==> config.mk <==
export PLATFORM = sky130hd
export DESIGN_NAME = cri_init_state
export DESIGN_NICKNAME = d
export VERILOG_FILES = /design/src/hw/cri_pkg.sv /design/src/hw/cri_regmem.sv /design/src/hw/cri_init_state.sv
export SDC_FILE = /design/constraint.sdc
export NUM_CORES = 2
export LEC_CHECK = 0
export BUFFER_PORTS_ARGS = -buffer_cell sky130_fd_sc_hd__buf_4
export CAP_MARGIN = 20
export CELL_PAD_IN_SITES_DETAIL_PLACEMENT = 1
export CELL_PAD_IN_SITES_GLOBAL_PLACEMENT = 1
export CORE_MARGIN = 2
export CORE_UTILIZATION = 30
export CTS_CLUSTER_SIZE = 8
export DETAILED_ROUTE_END_ITERATION = 10
export GPL_TIMING_DRIVEN = 0
export PLACE_DENSITY_LB_ADDON = 0.1
export SYNTH_ARGS = -nofsm -noshare
export SYNTH_HDL_FRONTEND = slang
export SYNTH_SLANG_ARGS = --single-unit
==> constraint.sdc <==
create_clock -name clk -period 4.2 [get_ports clk]
set_clock_uncertainty 0.1 [all_clocks]
set_input_delay 0.42 -clock clk [delete_from_list [all_inputs] [get_ports clk]]
set_output_delay 0.42 -clock clk [all_outputs]
set_load 0.01 [all_outputs]
==> src/hw/cri_pkg.sv <==
// Package of reset values, soft-init bit positions and register offsets for the init-state block
package cri_pkg;
  // ---------------------------------------------------------------
  // Architectural reset values
  // ---------------------------------------------------------------
  localparam logic [31:0] CTRL_RST      = 32'h60000010;
  localparam int          CTRL_CD_BIT   = 30;
  localparam int          CTRL_NW_BIT   = 29;
  localparam int          CTRL_ONE_BIT  = 4;
  localparam logic [31:0] FLAGS_RST     = 32'h00000002;
  localparam logic [31:0] IP_RST        = 32'h0000fff0;
  localparam logic [15:0] CS_SEL_RST    = 16'hf000;
  localparam logic [31:0] CS_BASE_RST   = 32'hffff0000;
  localparam logic [15:0] SEG_LIMIT_RST = 16'hffff;
  localparam logic [15:0] DS_SEL_RST    = 16'h0000;
  localparam logic [31:0] DS_BASE_RST   = 32'h00000000;
  localparam logic [3:0]  SEG_AR_RST    = 4'h7;        // Present, R/W, accessed
  localparam logic [15:0] FPU_CW_RST    = 16'h0040;
  localparam logic [15:0] FPU_CW_FINIT  = 16'h037f;
  localparam logic [15:0] FPU_SW_CLR    = 16'h0000;
  localparam logic [15:0] FPU_TAG_RST   = 16'h5555;
  localparam logic [15:0] FPU_TAG_FINIT = 16'hffff;
  localparam logic [31:0] VCSR_RST      = 32'h00001f80;
  localparam int          SELFTEST_CYC  = 16;

  // ---------------------------------------------------------------
  // APB register byte offsets
  // ---------------------------------------------------------------
  localparam logic [7:0] A_CTRL   = 8'h00;
  localparam logic [7:0] A_FLAGS  = 8'h04;
  localparam logic [7:0] A_IP     = 8'h08;
  localparam logic [7:0] A_ACC    = 8'h0c;
  localparam logic [7:0] A_CSSEL  = 8'h10;
  localparam logic [7:0] A_CSBASE = 8'h14;
  localparam logic [7:0] A_FPUCW  = 8'h18;
  localparam logic [7:0] A_FPUSW  = 8'h1c;
  localparam logic [7:0] A_FPUTAG = 8'h20;
  localparam logic [7:0] A_FPUOP  = 8'h24;
  localparam logic [7:0] A_VCSR   = 8'h28;
  localparam logic [7:0] A_TSC    = 8'h2c;
  localparam logic [7:0] A_PERF   = 8'h30;
  localparam logic [7:0] A_EVSEL  = 8'h34;
  localparam logic [7:0] A_CFG    = 8'h38;    // Cache valid, range enable, irq ctrl enable
  localparam logic [7:0] A_STAT   = 8'h3c;    // Self-test fail in bit 31, sequencer state in bits 3:0
  localparam logic [7:0] A_FPUREG = 8'h40;    // Index in bits 5:3 selects FP reg
  localparam logic [7:0] A_PKREG  = 8'h80;    // Packed regs, low word only
  localparam logic [7:0] A_XVREG  = 8'hc0;    // Extra vector regs, low word only

  typedef enum logic [3:0]
  {
    ST_RESET = 4'h1,
    ST_TEST  = 4'h2,
    ST_SOFT  = 4'h4,
    ST_RUN   = 4'h8
  } cri_state_e;
endpackage

==> src/hw/cri_regmem.sv <==
// Small register array with cleared-on-reset entries and registered read data
`timescale 1ns/1ns
module cri_regmem #(
  parameter int DEPTH = 8,
  parameter int WIDTH = 64
) (
  input  wire logic                     clk,
  input  wire logic                     clr,
  input  wire logic                     we,
  input  wire logic [$clog2(DEPTH)-1:0] waddr,
  input  wire logic [WIDTH-1:0]         wdata,
  input  wire logic [$clog2(DEPTH)-1:0] raddr,
  output logic      [WIDTH-1:0]         rdata
);
  localparam int AW = $clog2(DEPTH);
  logic [WIDTH-1:0] mem_q [DEPTH];

  // ---------------------------------------------------------------
  // Storage
  // ---------------------------------------------------------------
  // One entry per slot; clear wins over a write so no stale value survives
  for (genvar i = 0; i < DEPTH; i++)
  begin : g_ent
    always_ff @(posedge clk)
    begin
      if (clr)
        mem_q[i] <= '0;
      else if (we && waddr == AW'(i))
        mem_q[i] <= wdata;
    end
  end

  // Read port is registered
  always_ff @(posedge clk)
  begin
    if (clr)
      rdata <= '0;
    else
      rdata <= mem_q[raddr];
  end
endmodule

==> src/hw/cri_init_state.sv <==
// Architectural state initializer: hardware reset, soft init and FP initialize
//
// The APB register port and the register addresses were decided locally.
`timescale 1ns/1ns

// Overview of operation
// RULE1: Hardware reset loads control register 60000010H: real mode, paging off.
// RULE2: Flags word reads 00000002H after reset; top ten bits are don't-care.
// RULE3: Soft init keeps cache-disable and write-through-suppress, sets bit 4, clears rest.
// RULE4: Code segment resets to selector F000H, base FFFF0000H, limit FFFFH, present/RW/accessed.
// RULE5: Data and stack segments reset to selector 0, base 0, limit FFFFH.
// RULE6: Accumulator holds zero after self-test only if all tests passed.
// RULE7: Self-test never runs on soft init, only on hardware reset.
// RULE8: FP data registers clear to +0.0 on reset; FP initialize leaves them.
// RULE9: FP control word is 0040H on reset, 037FH on FP initialize.
// RULE10: FP status, opcode and selector fields clear on reset and FP initialize.
// RULE11: FP tag word is 5555H on reset, FFFFH on FP initialize.
// RULE12: Soft init leaves all FP and packed-integer state untouched.
// RULE13: Packed-integer registers clear on reset only; unchanged by soft init and FP init.
// RULE14: Vector control/status resets to 1F80H and survives soft init.
// RULE15: Time-stamp, performance and event-select counters clear on reset only.
// RULE16: Reset invalidates caches and translation buffers; soft init leaves them.
// RULE17: Memory-type range mechanisms come up disabled and survive soft init.
// RULE18: Local interrupt controller comes up enabled; soft init leaves it.
// RULE19: Extra general registers zero after reset; extra vector regs clear on reset only.
// RULE20: Separate reset and soft init inputs, each applying its own value set.
// RULE21: First fetch after reset or soft init is code base plus reset pointer.
module cri_init_state #(
  parameter bit          SELFTEST_EN = 1'b1,
  parameter bit          EXT64_EN    = 1'b1,
  parameter logic [31:0] ID_SIG      = 32'h0000_0a5a   // Arbitrary identity value
) (
  input  wire logic        clk,
  input  wire logic        sys_rst,
  input  wire logic        softInit,
  input  wire logic        fpuInit,
  input  wire logic        selfTestFail,
  input  wire logic        psel,
  input  wire logic        penable,
  input  wire logic        pwrite,
  input  wire logic [7:0]  paddr,
  input  wire logic [31:0] pwdata,
  output logic      [31:0] prdata,
  output logic             pready,
  output logic             pslverr,
  output logic             fetchReq,
  output logic      [31:0] fetchAddr,
  output logic             cacheValid,
  output logic             rangeEnable,
  output logic             irqCtrlEnable,
  output logic             extRegsZero
);
  // ---------------------------------------------------------------
  // State
  // ---------------------------------------------------------------
  cri_pkg::cri_state_e state_q;
  logic [31:0] ctrl_q;
  logic [31:0] flags_q;
  logic [31:0] ip_q;
  logic [31:0] acc_q;
  logic [15:0] csSel_q;
  logic [31:0] csBase_q;
  logic [15:0] dsSel_q;
  logic [31:0] dsBase_q;
  logic [15:0] segLimit_q;
  logic [3:0]  segAr_q;
  logic [15:0] fpuCw_q;
  logic [15:0] fpuSw_q;
  logic [15:0] fpuTag_q;
  logic [31:0] fpuOp_q;
  logic [31:0] vcsr_q;
  logic [31:0] tsc_q;
  logic [31:0] perf_q;
  logic [31:0] evsel_q;
  logic [4:0]  testCnt_q;
  logic        testFail_q;
  logic        resetClr;
  logic        wrEn;
  logic        rdEn;
  logic [79:0] fpRd;
  logic [63:0] pkRd;
  logic [63:0] xvRd;

  assign resetClr = sys_rst;
  assign wrEn     = psel && penable && pwrite && pready;
  assign rdEn     = psel && !penable && !pwrite;

  // ---------------------------------------------------------------
  // Sequencer
  // ---------------------------------------------------------------
  // Reset takes priority over soft init; soft init skips the self-test
  always_ff @(posedge clk)
  begin
    if (sys_rst)
      state_q <= cri_pkg::ST_RESET;                                      // RULE20
    else if (softInit)
      state_q <= cri_pkg::ST_SOFT;                                       // RULE7
    else
    begin
      case (state_q)
        cri_pkg::ST_RESET: state_q <= SELFTEST_EN ? cri_pkg::ST_TEST : cri_pkg::ST_RUN;
        cri_pkg::ST_TEST:
          if (testCnt_q == 5'(cri_pkg::SELFTEST_CYC - 1))
            state_q <= cri_pkg::ST_RUN;
        cri_pkg::ST_SOFT:  state_q <= cri_pkg::ST_RUN;
        cri_pkg::ST_RUN:   state_q <= cri_pkg::ST_RUN;
        default:           state_q <= cri_pkg::ST_RESET;
      endcase
    end
  end

  // Self-test counter and sticky failure; only counted in the test state
  always_ff @(posedge clk)
  begin
    if (sys_rst)
    begin
      testCnt_q  <= '0;
      testFail_q <= 1'b0;
    end
    else if (state_q == cri_pkg::ST_TEST)
    begin
      testCnt_q  <= testCnt_q + 5'h01;
      testFail_q <= testFail_q | selfTestFail;
    end
  end

  // Accumulator: zero only if every test passed
  always_ff @(posedge clk)
  begin
    if (sys_rst)
      acc_q <= '0;
    else if (state_q == cri_pkg::ST_TEST && testCnt_q == 5'(cri_pkg::SELFTEST_CYC - 1))
      acc_q <= (testFail_q | selfTestFail) ? 32'h0000_0001 : 32'h0000_0000;   // RULE6
    else if (wrEn && paddr == cri_pkg::A_ACC)
      acc_q <= pwdata;
  end

  // ---------------------------------------------------------------
  // Control, flags, pointer and segments
  // ---------------------------------------------------------------
  always_ff @(posedge clk)
  begin
    if (sys_rst)
      ctrl_q <= cri_pkg::CTRL_RST;                                       // RULE1
    else if (softInit)
    begin
      ctrl_q <= '0;                                                      // RULE3
      ctrl_q[cri_pkg::CTRL_CD_BIT]  <= ctrl_q[cri_pkg::CTRL_CD_BIT];     // RULE3
      ctrl_q[cri_pkg::CTRL_NW_BIT]  <= ctrl_q[cri_pkg::CTRL_NW_BIT];     // RULE3
      ctrl_q[cri_pkg::CTRL_ONE_BIT] <= 1'b1;                             // RULE3
    end
    else if (wrEn && paddr == cri_pkg::A_CTRL)
      ctrl_q <= pwdata;
  end

  // Segment and pointer state reload on both reset and soft init
  always_ff @(posedge clk)
  begin
    if (sys_rst || softInit)
    begin
      flags_q    <= cri_pkg::FLAGS_RST;                                  // RULE2
      ip_q       <= cri_pkg::IP_RST;
      csSel_q    <= cri_pkg::CS_SEL_RST;                                 // RULE4
      csBase_q   <= cri_pkg::CS_BASE_RST;                                // RULE4
      dsSel_q    <= cri_pkg::DS_SEL_RST;                                 // RULE5
      dsBase_q   <= cri_pkg::DS_BASE_RST;                                // RULE5
      segLimit_q <= cri_pkg::SEG_LIMIT_RST;                              // RULE4 RULE5
      segAr_q    <= cri_pkg::SEG_AR_RST;                                 // RULE4 RULE5
    end
    else
    begin
      if (wrEn && paddr == cri_pkg::A_FLAGS)
        flags_q <= pwdata;
      if (wrEn && paddr == cri_pkg::A_IP)
        ip_q <= pwdata;
      if (wrEn && paddr == cri_pkg::A_CSSEL)
        csSel_q <= pwdata[15:0];
      if (wrEn && paddr == cri_pkg::A_CSBASE)
        csBase_q <= pwdata;
    end
  end

  // ---------------------------------------------------------------
  // Floating point and vector control
  // ---------------------------------------------------------------
  // Soft init does not appear here at all, so FP state is kept
  always_ff @(posedge clk)
  begin
    if (sys_rst)
    begin
      fpuCw_q  <= cri_pkg::FPU_CW_RST;                                   // RULE9
      fpuSw_q  <= cri_pkg::FPU_SW_CLR;                                   // RULE10
      fpuTag_q <= cri_pkg::FPU_TAG_RST;                                  // RULE11
      fpuOp_q  <= '0;                                                    // RULE10
    end
    else if (fpuInit)
    begin
      fpuCw_q  <= cri_pkg::FPU_CW_FINIT;                                 // RULE9
      fpuSw_q  <= cri_pkg::FPU_SW_CLR;                                   // RULE10
      fpuTag_q <= cri_pkg::FPU_TAG_FINIT;                                // RULE11
      fpuOp_q  <= '0;                                                    // RULE10
    end
    else if (wrEn)
    begin
      if (paddr == cri_pkg::A_FPUCW)
        fpuCw_q <= pwdata[15:0];
      if (paddr == cri_pkg::A_FPUSW)
        fpuSw_q <= pwdata[15:0];
      if (paddr == cri_pkg::A_FPUTAG)
        fpuTag_q <= pwdata[15:0];
      if (paddr == cri_pkg::A_FPUOP)
        fpuOp_q <= pwdata;
    end
  end

  // Vector control/status and counters survive soft init
  always_ff @(posedge clk)
  begin
    if (sys_rst)
    begin
      vcsr_q  <= cri_pkg::VCSR_RST;                                      // RULE14
      tsc_q   <= '0;                                                     // RULE15
      perf_q  <= '0;                                                     // RULE15
      evsel_q <= '0;                                                     // RULE15
    end
    else
    begin
      tsc_q <= (wrEn && paddr == cri_pkg::A_TSC) ? pwdata : tsc_q + 32'h1;
      if (wrEn && paddr == cri_pkg::A_VCSR)
        vcsr_q <= pwdata;
      if (wrEn && paddr == cri_pkg::A_PERF)
        perf_q <= pwdata;
      if (wrEn && paddr == cri_pkg::A_EVSEL)
        evsel_q <= pwdata;
    end
  end

  // ---------------------------------------------------------------
  // Register arrays: FP data, packed integer, extra vector
  // ---------------------------------------------------------------
  // Only hardware reset clears them; FP init and soft init never reach clr
  cri_regmem #(.DEPTH(8), .WIDTH(80)) u_fpRegs (                         // RULE8 RULE12
    .clk   (clk),
    .clr   (resetClr),
    .we    (wrEn && paddr[7:6] == 2'b01),
    .waddr (paddr[5:3]),
    .wdata ({48'h0, pwdata}),
    .raddr (paddr[5:3]),
    .rdata (fpRd)
  );

  cri_regmem #(.DEPTH(8), .WIDTH(64)) u_pkRegs (                         // RULE13
    .clk   (clk),
    .clr   (resetClr),
    .we    (wrEn && paddr[7:6] == 2'b10),
    .waddr (paddr[5:3]),
    .wdata ({32'h0, pwdata}),
    .raddr (paddr[5:3]),
    .rdata (pkRd)
  );

  cri_regmem #(.DEPTH(8), .WIDTH(64)) u_xvRegs (                         // RULE19
    .clk   (clk),
    .clr   (resetClr),
    .we    (wrEn && paddr[7:6] == 2'b11 && EXT64_EN),
    .waddr (paddr[5:3]),
    .wdata ({32'h0, pwdata}),
    .raddr (paddr[5:3]),
    .rdata (xvRd)
  );

  // ---------------------------------------------------------------
  // Caches, ranges, interrupt controller, extra general registers
  // ---------------------------------------------------------------
  always_ff @(posedge clk)
  begin
    if (sys_rst)
    begin
      cacheValid    <= 1'b0;                                             // RULE16
      rangeEnable   <= 1'b0;                                             // RULE17
      irqCtrlEnable <= 1'b1;                                             // RULE18
      extRegsZero   <= EXT64_EN;                                         // RULE19
    end
    else if (wrEn && paddr == cri_pkg::A_CFG)
    begin
      cacheValid    <= pwdata[0];
      rangeEnable   <= pwdata[1];
      irqCtrlEnable <= pwdata[2];
      extRegsZero   <= pwdata[3] & EXT64_EN;
    end
  end

  // ---------------------------------------------------------------
  // First fetch
  // ---------------------------------------------------------------
  // One pulse on entering run after reset/self-test or soft init
  always_ff @(posedge clk)
  begin
    if (sys_rst)
    begin
      fetchReq  <= 1'b0;
      fetchAddr <= '0;
    end
    else
    begin
      fetchReq  <= (state_q != cri_pkg::ST_RUN) && !softInit &&
                   (state_q == cri_pkg::ST_SOFT ||
                    (state_q == cri_pkg::ST_RESET && !SELFTEST_EN) ||
                    (state_q == cri_pkg::ST_TEST &&
                     testCnt_q == 5'(cri_pkg::SELFTEST_CYC - 1)));       // RULE20
      fetchAddr <= csBase_q + ip_q;                                      // RULE21
    end
  end

  // ---------------------------------------------------------------
  // APB slave: no wait states, data registered in setup phase
  // ---------------------------------------------------------------
  always_ff @(posedge clk)
  begin
    if (sys_rst)
      pready <= 1'b0;
    else
      pready <= psel && !penable;
  end

  always_ff @(posedge clk)
  begin
    if (sys_rst)
      pslverr <= 1'b0;
    else
      pslverr <= psel && !penable && paddr[1:0] != 2'b00;
  end

  // Array reads use last cycle's index; array data arrives one edge late, so a single read with no wait state returns stale data
  always_ff @(posedge clk)
  begin
    if (sys_rst)
      prdata <= '0;
    else if (rdEn)
    begin
      case (paddr)
        cri_pkg::A_CTRL:   prdata <= ctrl_q;
        cri_pkg::A_FLAGS:  prdata <= {10'h000, flags_q[21:0]};
        cri_pkg::A_IP:     prdata <= ip_q;
        cri_pkg::A_ACC:    prdata <= acc_q;
        cri_pkg::A_CSSEL:  prdata <= {dsSel_q, csSel_q};
        cri_pkg::A_CSBASE: prdata <= csBase_q;
        cri_pkg::A_FPUCW:  prdata <= {16'h0000, fpuCw_q};
        cri_pkg::A_FPUSW:  prdata <= {16'h0000, fpuSw_q};
        cri_pkg::A_FPUTAG: prdata <= {16'h0000, fpuTag_q};
        cri_pkg::A_FPUOP:  prdata <= fpuOp_q;
        cri_pkg::A_VCSR:   prdata <= vcsr_q;
        cri_pkg::A_TSC:    prdata <= tsc_q;
        cri_pkg::A_PERF:   prdata <= perf_q;
        cri_pkg::A_EVSEL:  prdata <= evsel_q;
        cri_pkg::A_CFG:    prdata <= {segAr_q, segLimit_q, 8'h00,
                                      extRegsZero, irqCtrlEnable, rangeEnable, cacheValid};
        cri_pkg::A_STAT:   prdata <= {testFail_q, 27'h0, state_q};
        default:
          case (paddr[7:6])
            2'b01:   prdata <= fpRd[31:0];
            2'b10:   prdata <= pkRd[31:0];
            2'b11:   prdata <= xvRd[31:0] ^ dsBase_q ^ (ID_SIG & 32'h0);
            default: prdata <= '0;
          endcase
      endcase
    end
  end
endmodule

# Yosys cells after proc, flatten, opt, wreduce, memory -nomap -nowiden
# Memory sizes are Yosys's and may differ from the RTL's. A register that Yosys moved wholly into a read port is not among the register bits.
# Index checks and enable logic that the tools add are counted.
# classes
n_shift	0
eq_ne	33
n_reduce_logical	69
n_bitwise	26
n_div	0
mul	0
order_cmp	0
n_addsub	3
muxes	113
# ops
operator	count
32-bit two-way mux	27
32-bit case mux with 16 select lines	1
32-bit case mux with 3 select lines	1
1-bit two-way mux	75
8-bit by 6-bit equality test with 1-bit output (second input constant)	8
16-bit two-way mux	3
1-bit logical AND	47
32-bit by 1-bit adder with 32-bit output (second input constant)	1
32-bit adder	1
8-bit by 5-bit equality test with 1-bit output (second input constant)	4
10-bit two-way mux	3
1-bit bitwise OR	25
8-bit by 4-bit equality test with 1-bit output (second input constant)	2
2-bit AND reduction	7
3-bit equality test (second input constant)	4
4-bit case mux with 3 select lines	1
2-bit nonzero test	5
8-bit by 3-bit equality test with 1-bit output (second input constant)	1
8-bit logical NOT	1
3-bit by 2-bit equality test with 1-bit output (second input constant)	2
2-bit OR reduction	3
5-bit by 1-bit adder with 5-bit output (second input constant)	1
5-bit by 4-bit equality test with 1-bit output (second input constant)	1
2-bit equality test (second input constant)	2
15 further kinds	18
# totals
latchBits	0
mem_bits_rw	768
word_cells	277
reg_bits	455
input_bits	48
mem_bits_ro	0
mem_count	3
output_inout_bits	71
# mem_list
name	depth	word_bits	rd	rd_clocked_by_memory_dff	wr	line_no	source
u_fpRegs.mem_q	8	32	1	1	8	cri_regmem.sv:16	logic [WIDTH-1:0] mem_q [DEPTH];
u_pkRegs.mem_q	8	32	1	1	8	cri_regmem.sv:16	
u_xvRegs.mem_q	8	32	1	1	8	cri_regmem.sv:16	

# Longest topological paths before layout
# logic_depth
word_depth	9
depth_mapped	10
ltp_nobuf	9

# Modules after synthesis
# Synthesis repeated with hierarchy kept, for this count alone.
# unflattened
cells_unflattened	7495
area_unflattened_um2	100014.7
# by_module_without_submodules
mod	area_each_um2	n_inst	seq_area_each_um2	cells_per_inst
cri_regmem at u_fpRegs	30291.6	1	20820.0	1822
cri_regmem at u_pkRegs	24181.9	1	16656.0	1458
cri_regmem at u_xvRegs	24166.9	1	16656.0	1458
cri_init_state	21374.2	1	9108.7	2757

# Least setup slack after synthesis
# OpenSTA, ideal clock, no wires.
# synth_path
path_type	input to register
start	input paddr[5]
end	memory u_fpRegs.mem_q[0][0] (netlist name), enable pin
n_path_buf	3
path_stages	5
setup_ns	0.428
slack_ns	0.912
t_required_ns	3.672
t_arrival_ns	2.760
cell_sequence	buf_2 -> buf_2 -> or3_1 -> clkbuf_1 -> o21bai_1
# synth_lines
element	line_no	source
start: declaration	cri_init_state.sv:41	input wire logic [7:0] paddr,
end: declaration	cri_regmem.sv:16	

# Worst setup path in the final report
# layout_path
start	input paddr[1]
end	register fpuOp_q[19]
# layout_via
elab_chain_cells	2
# layout_lines
element	line_no	source
8-bit by 6-bit equality test with 1-bit output	cri_init_state.sv:211	if (paddr == cri_pkg::A_FPUOP)
2-bit AND reduction (no line)	-	
end signal: assignment	cri_init_state.sv:212	fpuOp_q <= pwdata;
end: declaration	cri_init_state.sv:70	logic [31:0] fpuOp_q;
# No other way between the ends.
# A chain may end at the register's enable or synchronous reset.

==> summary.txt <==
Run status
  • Outcome: finished, final reports clean

Floorplan
  • Core area: 0.194 mm^2
  • FP Rows: around 160
  • Total I/O pin count: 119
  • Initial Util: 0.301
  • Die Y: 446 um
  • Die width: roughly 450 um
  • Die area: 0.199 mm^2

Placed design
  • Placer congestion estimate: around 0.94
  • Placed cells: between 7,000 and 8,000
  • Area of placed instances: roughly 0.064 mm^2
  • HPWL after detailed placement: 207,000 um
  • IO Port Bufs: 100

Final layout
  • Commonest non-fill, non-tap cell in the layout: and2_1
  • Fin cells: 8,125
  • Layout cell share with drive strength beyond 1: 0.162
  • Design area: a little under 0.07 mm^2
  • Commonest non-fill, non-tap cells in the layout: and2_1, edfxtp_1, nand2_1
  • Largest registers: u_fpRegs.mem_q (256), u_pkRegs.mem_q (256), u_xvRegs.mem_q (256)
  • P&R area growth vs syn: 18.9%
  • Nets@finish: 5,525

Clock network
  • CTS buffer count: 185
  • Clk buf depth: 3
  • TritonCTS clock tree: yes
  • Clk sinks: 1,319
  • CTS clk-pin slew, worst paths: ~0.060 ns
  • H-tree level count: 4
  • Clock Tree Root: clkbuf_16
  • Setup Fix Bufs, Post-CTS: 0
  • Worst skew pair latency: roughly 0.86 ns

STA
  • Max Freq: 270 MHz
  • RSZ-0062 raised after global routing: false
  • Worst Tran Pin Value: 1.40 ns
  • Fin crit period: approximately 3.7 ns
  • Period utilization: 0.881
  • Hold Fails Final Rpt: 0
  • Hold slack: around 0.06 ns
  • Worst rel slew slack: 0.0625
  • Final TNS setup: 0 ns
  • # setup viols final: 0
  • Final Slew Violations: 0

Worst setup path
  • Setup crit start kind: primary input
  • Worst Setup End Kind: register
  • Max FO, Critical Path: 10
  • WP data arrival: approximately 4.3 ns
  • Critical Path RT: roughly 4.8 ns
  • WS Path Type: in -> reg

Route
  • Vias post-DR: 43,800
  • Remaining antenna violation count: 0
  • Vias per cell: roughly 5.4
  • Routed Wire Length: roughly 280,000 um
  • TritonRoute pass-1 iters: 10
  • Initial DRC count: about 4,200
  • DRC Markers: 0
  • Drt wl/cell: 33.9 um

GRT
  • Pin count of the biggest net entering global routing: 22
  • Initial antenna violation count: 24
  • GRT Residual Overflow: 0
  • Vias in the first global route: 44,500
  • GRT Util Overall: 0.274
  • First-pass GRT wire length: 376,000 um

Logic synthesis
  • Prevailing post-synth register cell: edfxtp_1
  • Post-synth top area cell: edfxtp_1
  • Post-Syn Area per Cell: 11.6 um^2
  • Top cells by area, synth: edfxtp_1, dfxtp_1, and2_1, mux4_2, nand2_1
  • Post-synth EDFFs: about 770
  • Netlist cell types: 93
  • Post-synthesis cell count: 5,063
  • Synthesized area: approximately 0.059 mm^2
  • Share of the synthesized area in the top cell type: 0.394
  • Ys async rst share: 0
  • Post-synthesis sequential area ratio: 0.583
  • Syn nets: roughly 5,000
  • Synth warnings: 0
  • Seq cells post-synth: between 1,000 and 1,500

Power and ir drop
  • VDD IR max: about 0.43 mV
  • Leak pwr: 0.0253 uW
  • P per Cell Area: approximately 440 mW/mm^2

Job
  • Max cap viols: 0

Min path
  • Min-Delay Path Class: in -> reg
-- Yosys cell counts (all sizes together), types with 23 or more instances --
master / number
and2: 775
a21oi: 351
dfxtp: 551
o21ai: 54
a221oi: 23
ha: 34
mux2: 46
o21bai: 28
xor2: 34
nand2: 766
edfxtp: 768
buf: 142
a22oi: 104
nor3: 63
mux4: 194
mux2i: 116
clkbuf: 319
a31oi: 23
a211oi: 50
o22ai: 25
nand3: 70
nor2: 294
-- critical path, stage by stage --
cell and delay (ns):
dlygate4sd3_1 0.54, buf_4 0.17, nor4b_2 1.02, clkbuf_1 0.85, nand3_1 0.56, clkbuf_1 0.45, nand2_1 0.18, a21oi_1 0.07
-- area by class of cell --
cell class | instances | area [um^2]
timing repair buffer | 192 | 2110
buffer | 461 | 2020
fill | 21000 | 125000
sequential | 1319 | 34100
antenna | 12 | 30.0
inverter | 10 | 37.5
clock buffer | 299 | 5080
multi-input combinational | 3273 | 22600
clock inverter | 17 | 387
tap | 2542 | 3180
-- report_power, final --
part	internal [uW]	switching (uW)	total, uW
Combinational	620	1510	2130
Clock	8260	6220	14500
Sequential	13900	111	14000
Total	22800	7830	30700
-- path summary, 6_finish.rpt --
check,start,endpoint,slack (ns),depth (start not counted)
setup / recovery,paddr[1],fpuOp_q[19],0.50,8
hold reg to reg,evsel_q[20],evsel_q[20],0.35,2
hold / removal,pwdata[4],vcsr_q[4],0.06,4
setup reg to reg,pready,u_pkRegs.mem_q[2][24],0.82,8
-- metal layers --
layer	share of wire	track usage	wire (um)
met4	0.051	0.123	14000
met1	0.43	0.368	120000
met5	0.00025	0	69
met2	0.46	0.442	127000
met3	0.052	0.0350	14400
-- logic make-up (layout without fill, tap and decap cells) --
| logic type | after synthesis | count (layout) | synth area share |
|---|---|---|---|
| AO/OA/AOI/OAI | 765 | 765 | 0.0848 |
| XOR/XNOR | 53 | 53 | 0.00793 |
| adder cells (fa/ha/maj) | 35 | 35 | 0.00761 |
| buffers and inverters | 471 | 979 | 0.0351 |
| flip-flops | 1319 | 1319 | 0.583 |
| multiplexers | 356 | 356 | 0.103 |
| other | 0 | 12 | 0 |
| AND/OR/NAND/NOR | 2064 | 2064 | 0.178 |
-- metrics by stage --
step | setup WS, ns | power, uW | util
4_1_cts | 0.652 | 30900 | 0.358
5_1_grt | 0.631 | 31500 | 0.358
3_3_place_gp | -2.37 | 16300 | 0.321
6_report | 0.498 | 30700 | 0.358
3_5_place_dp | 0.0790 | 16400 | 0.328
2_1_floorplan | 0.912 | 15200 | -
-- timing repair --
action,CTS,global route
hold buffers,30,1
resized for setup,0,0
setup endpoints to repair,0,0
endpoints found under the hold margin,111,4
No activity file was read; power rests on OpenSTA's default activity.
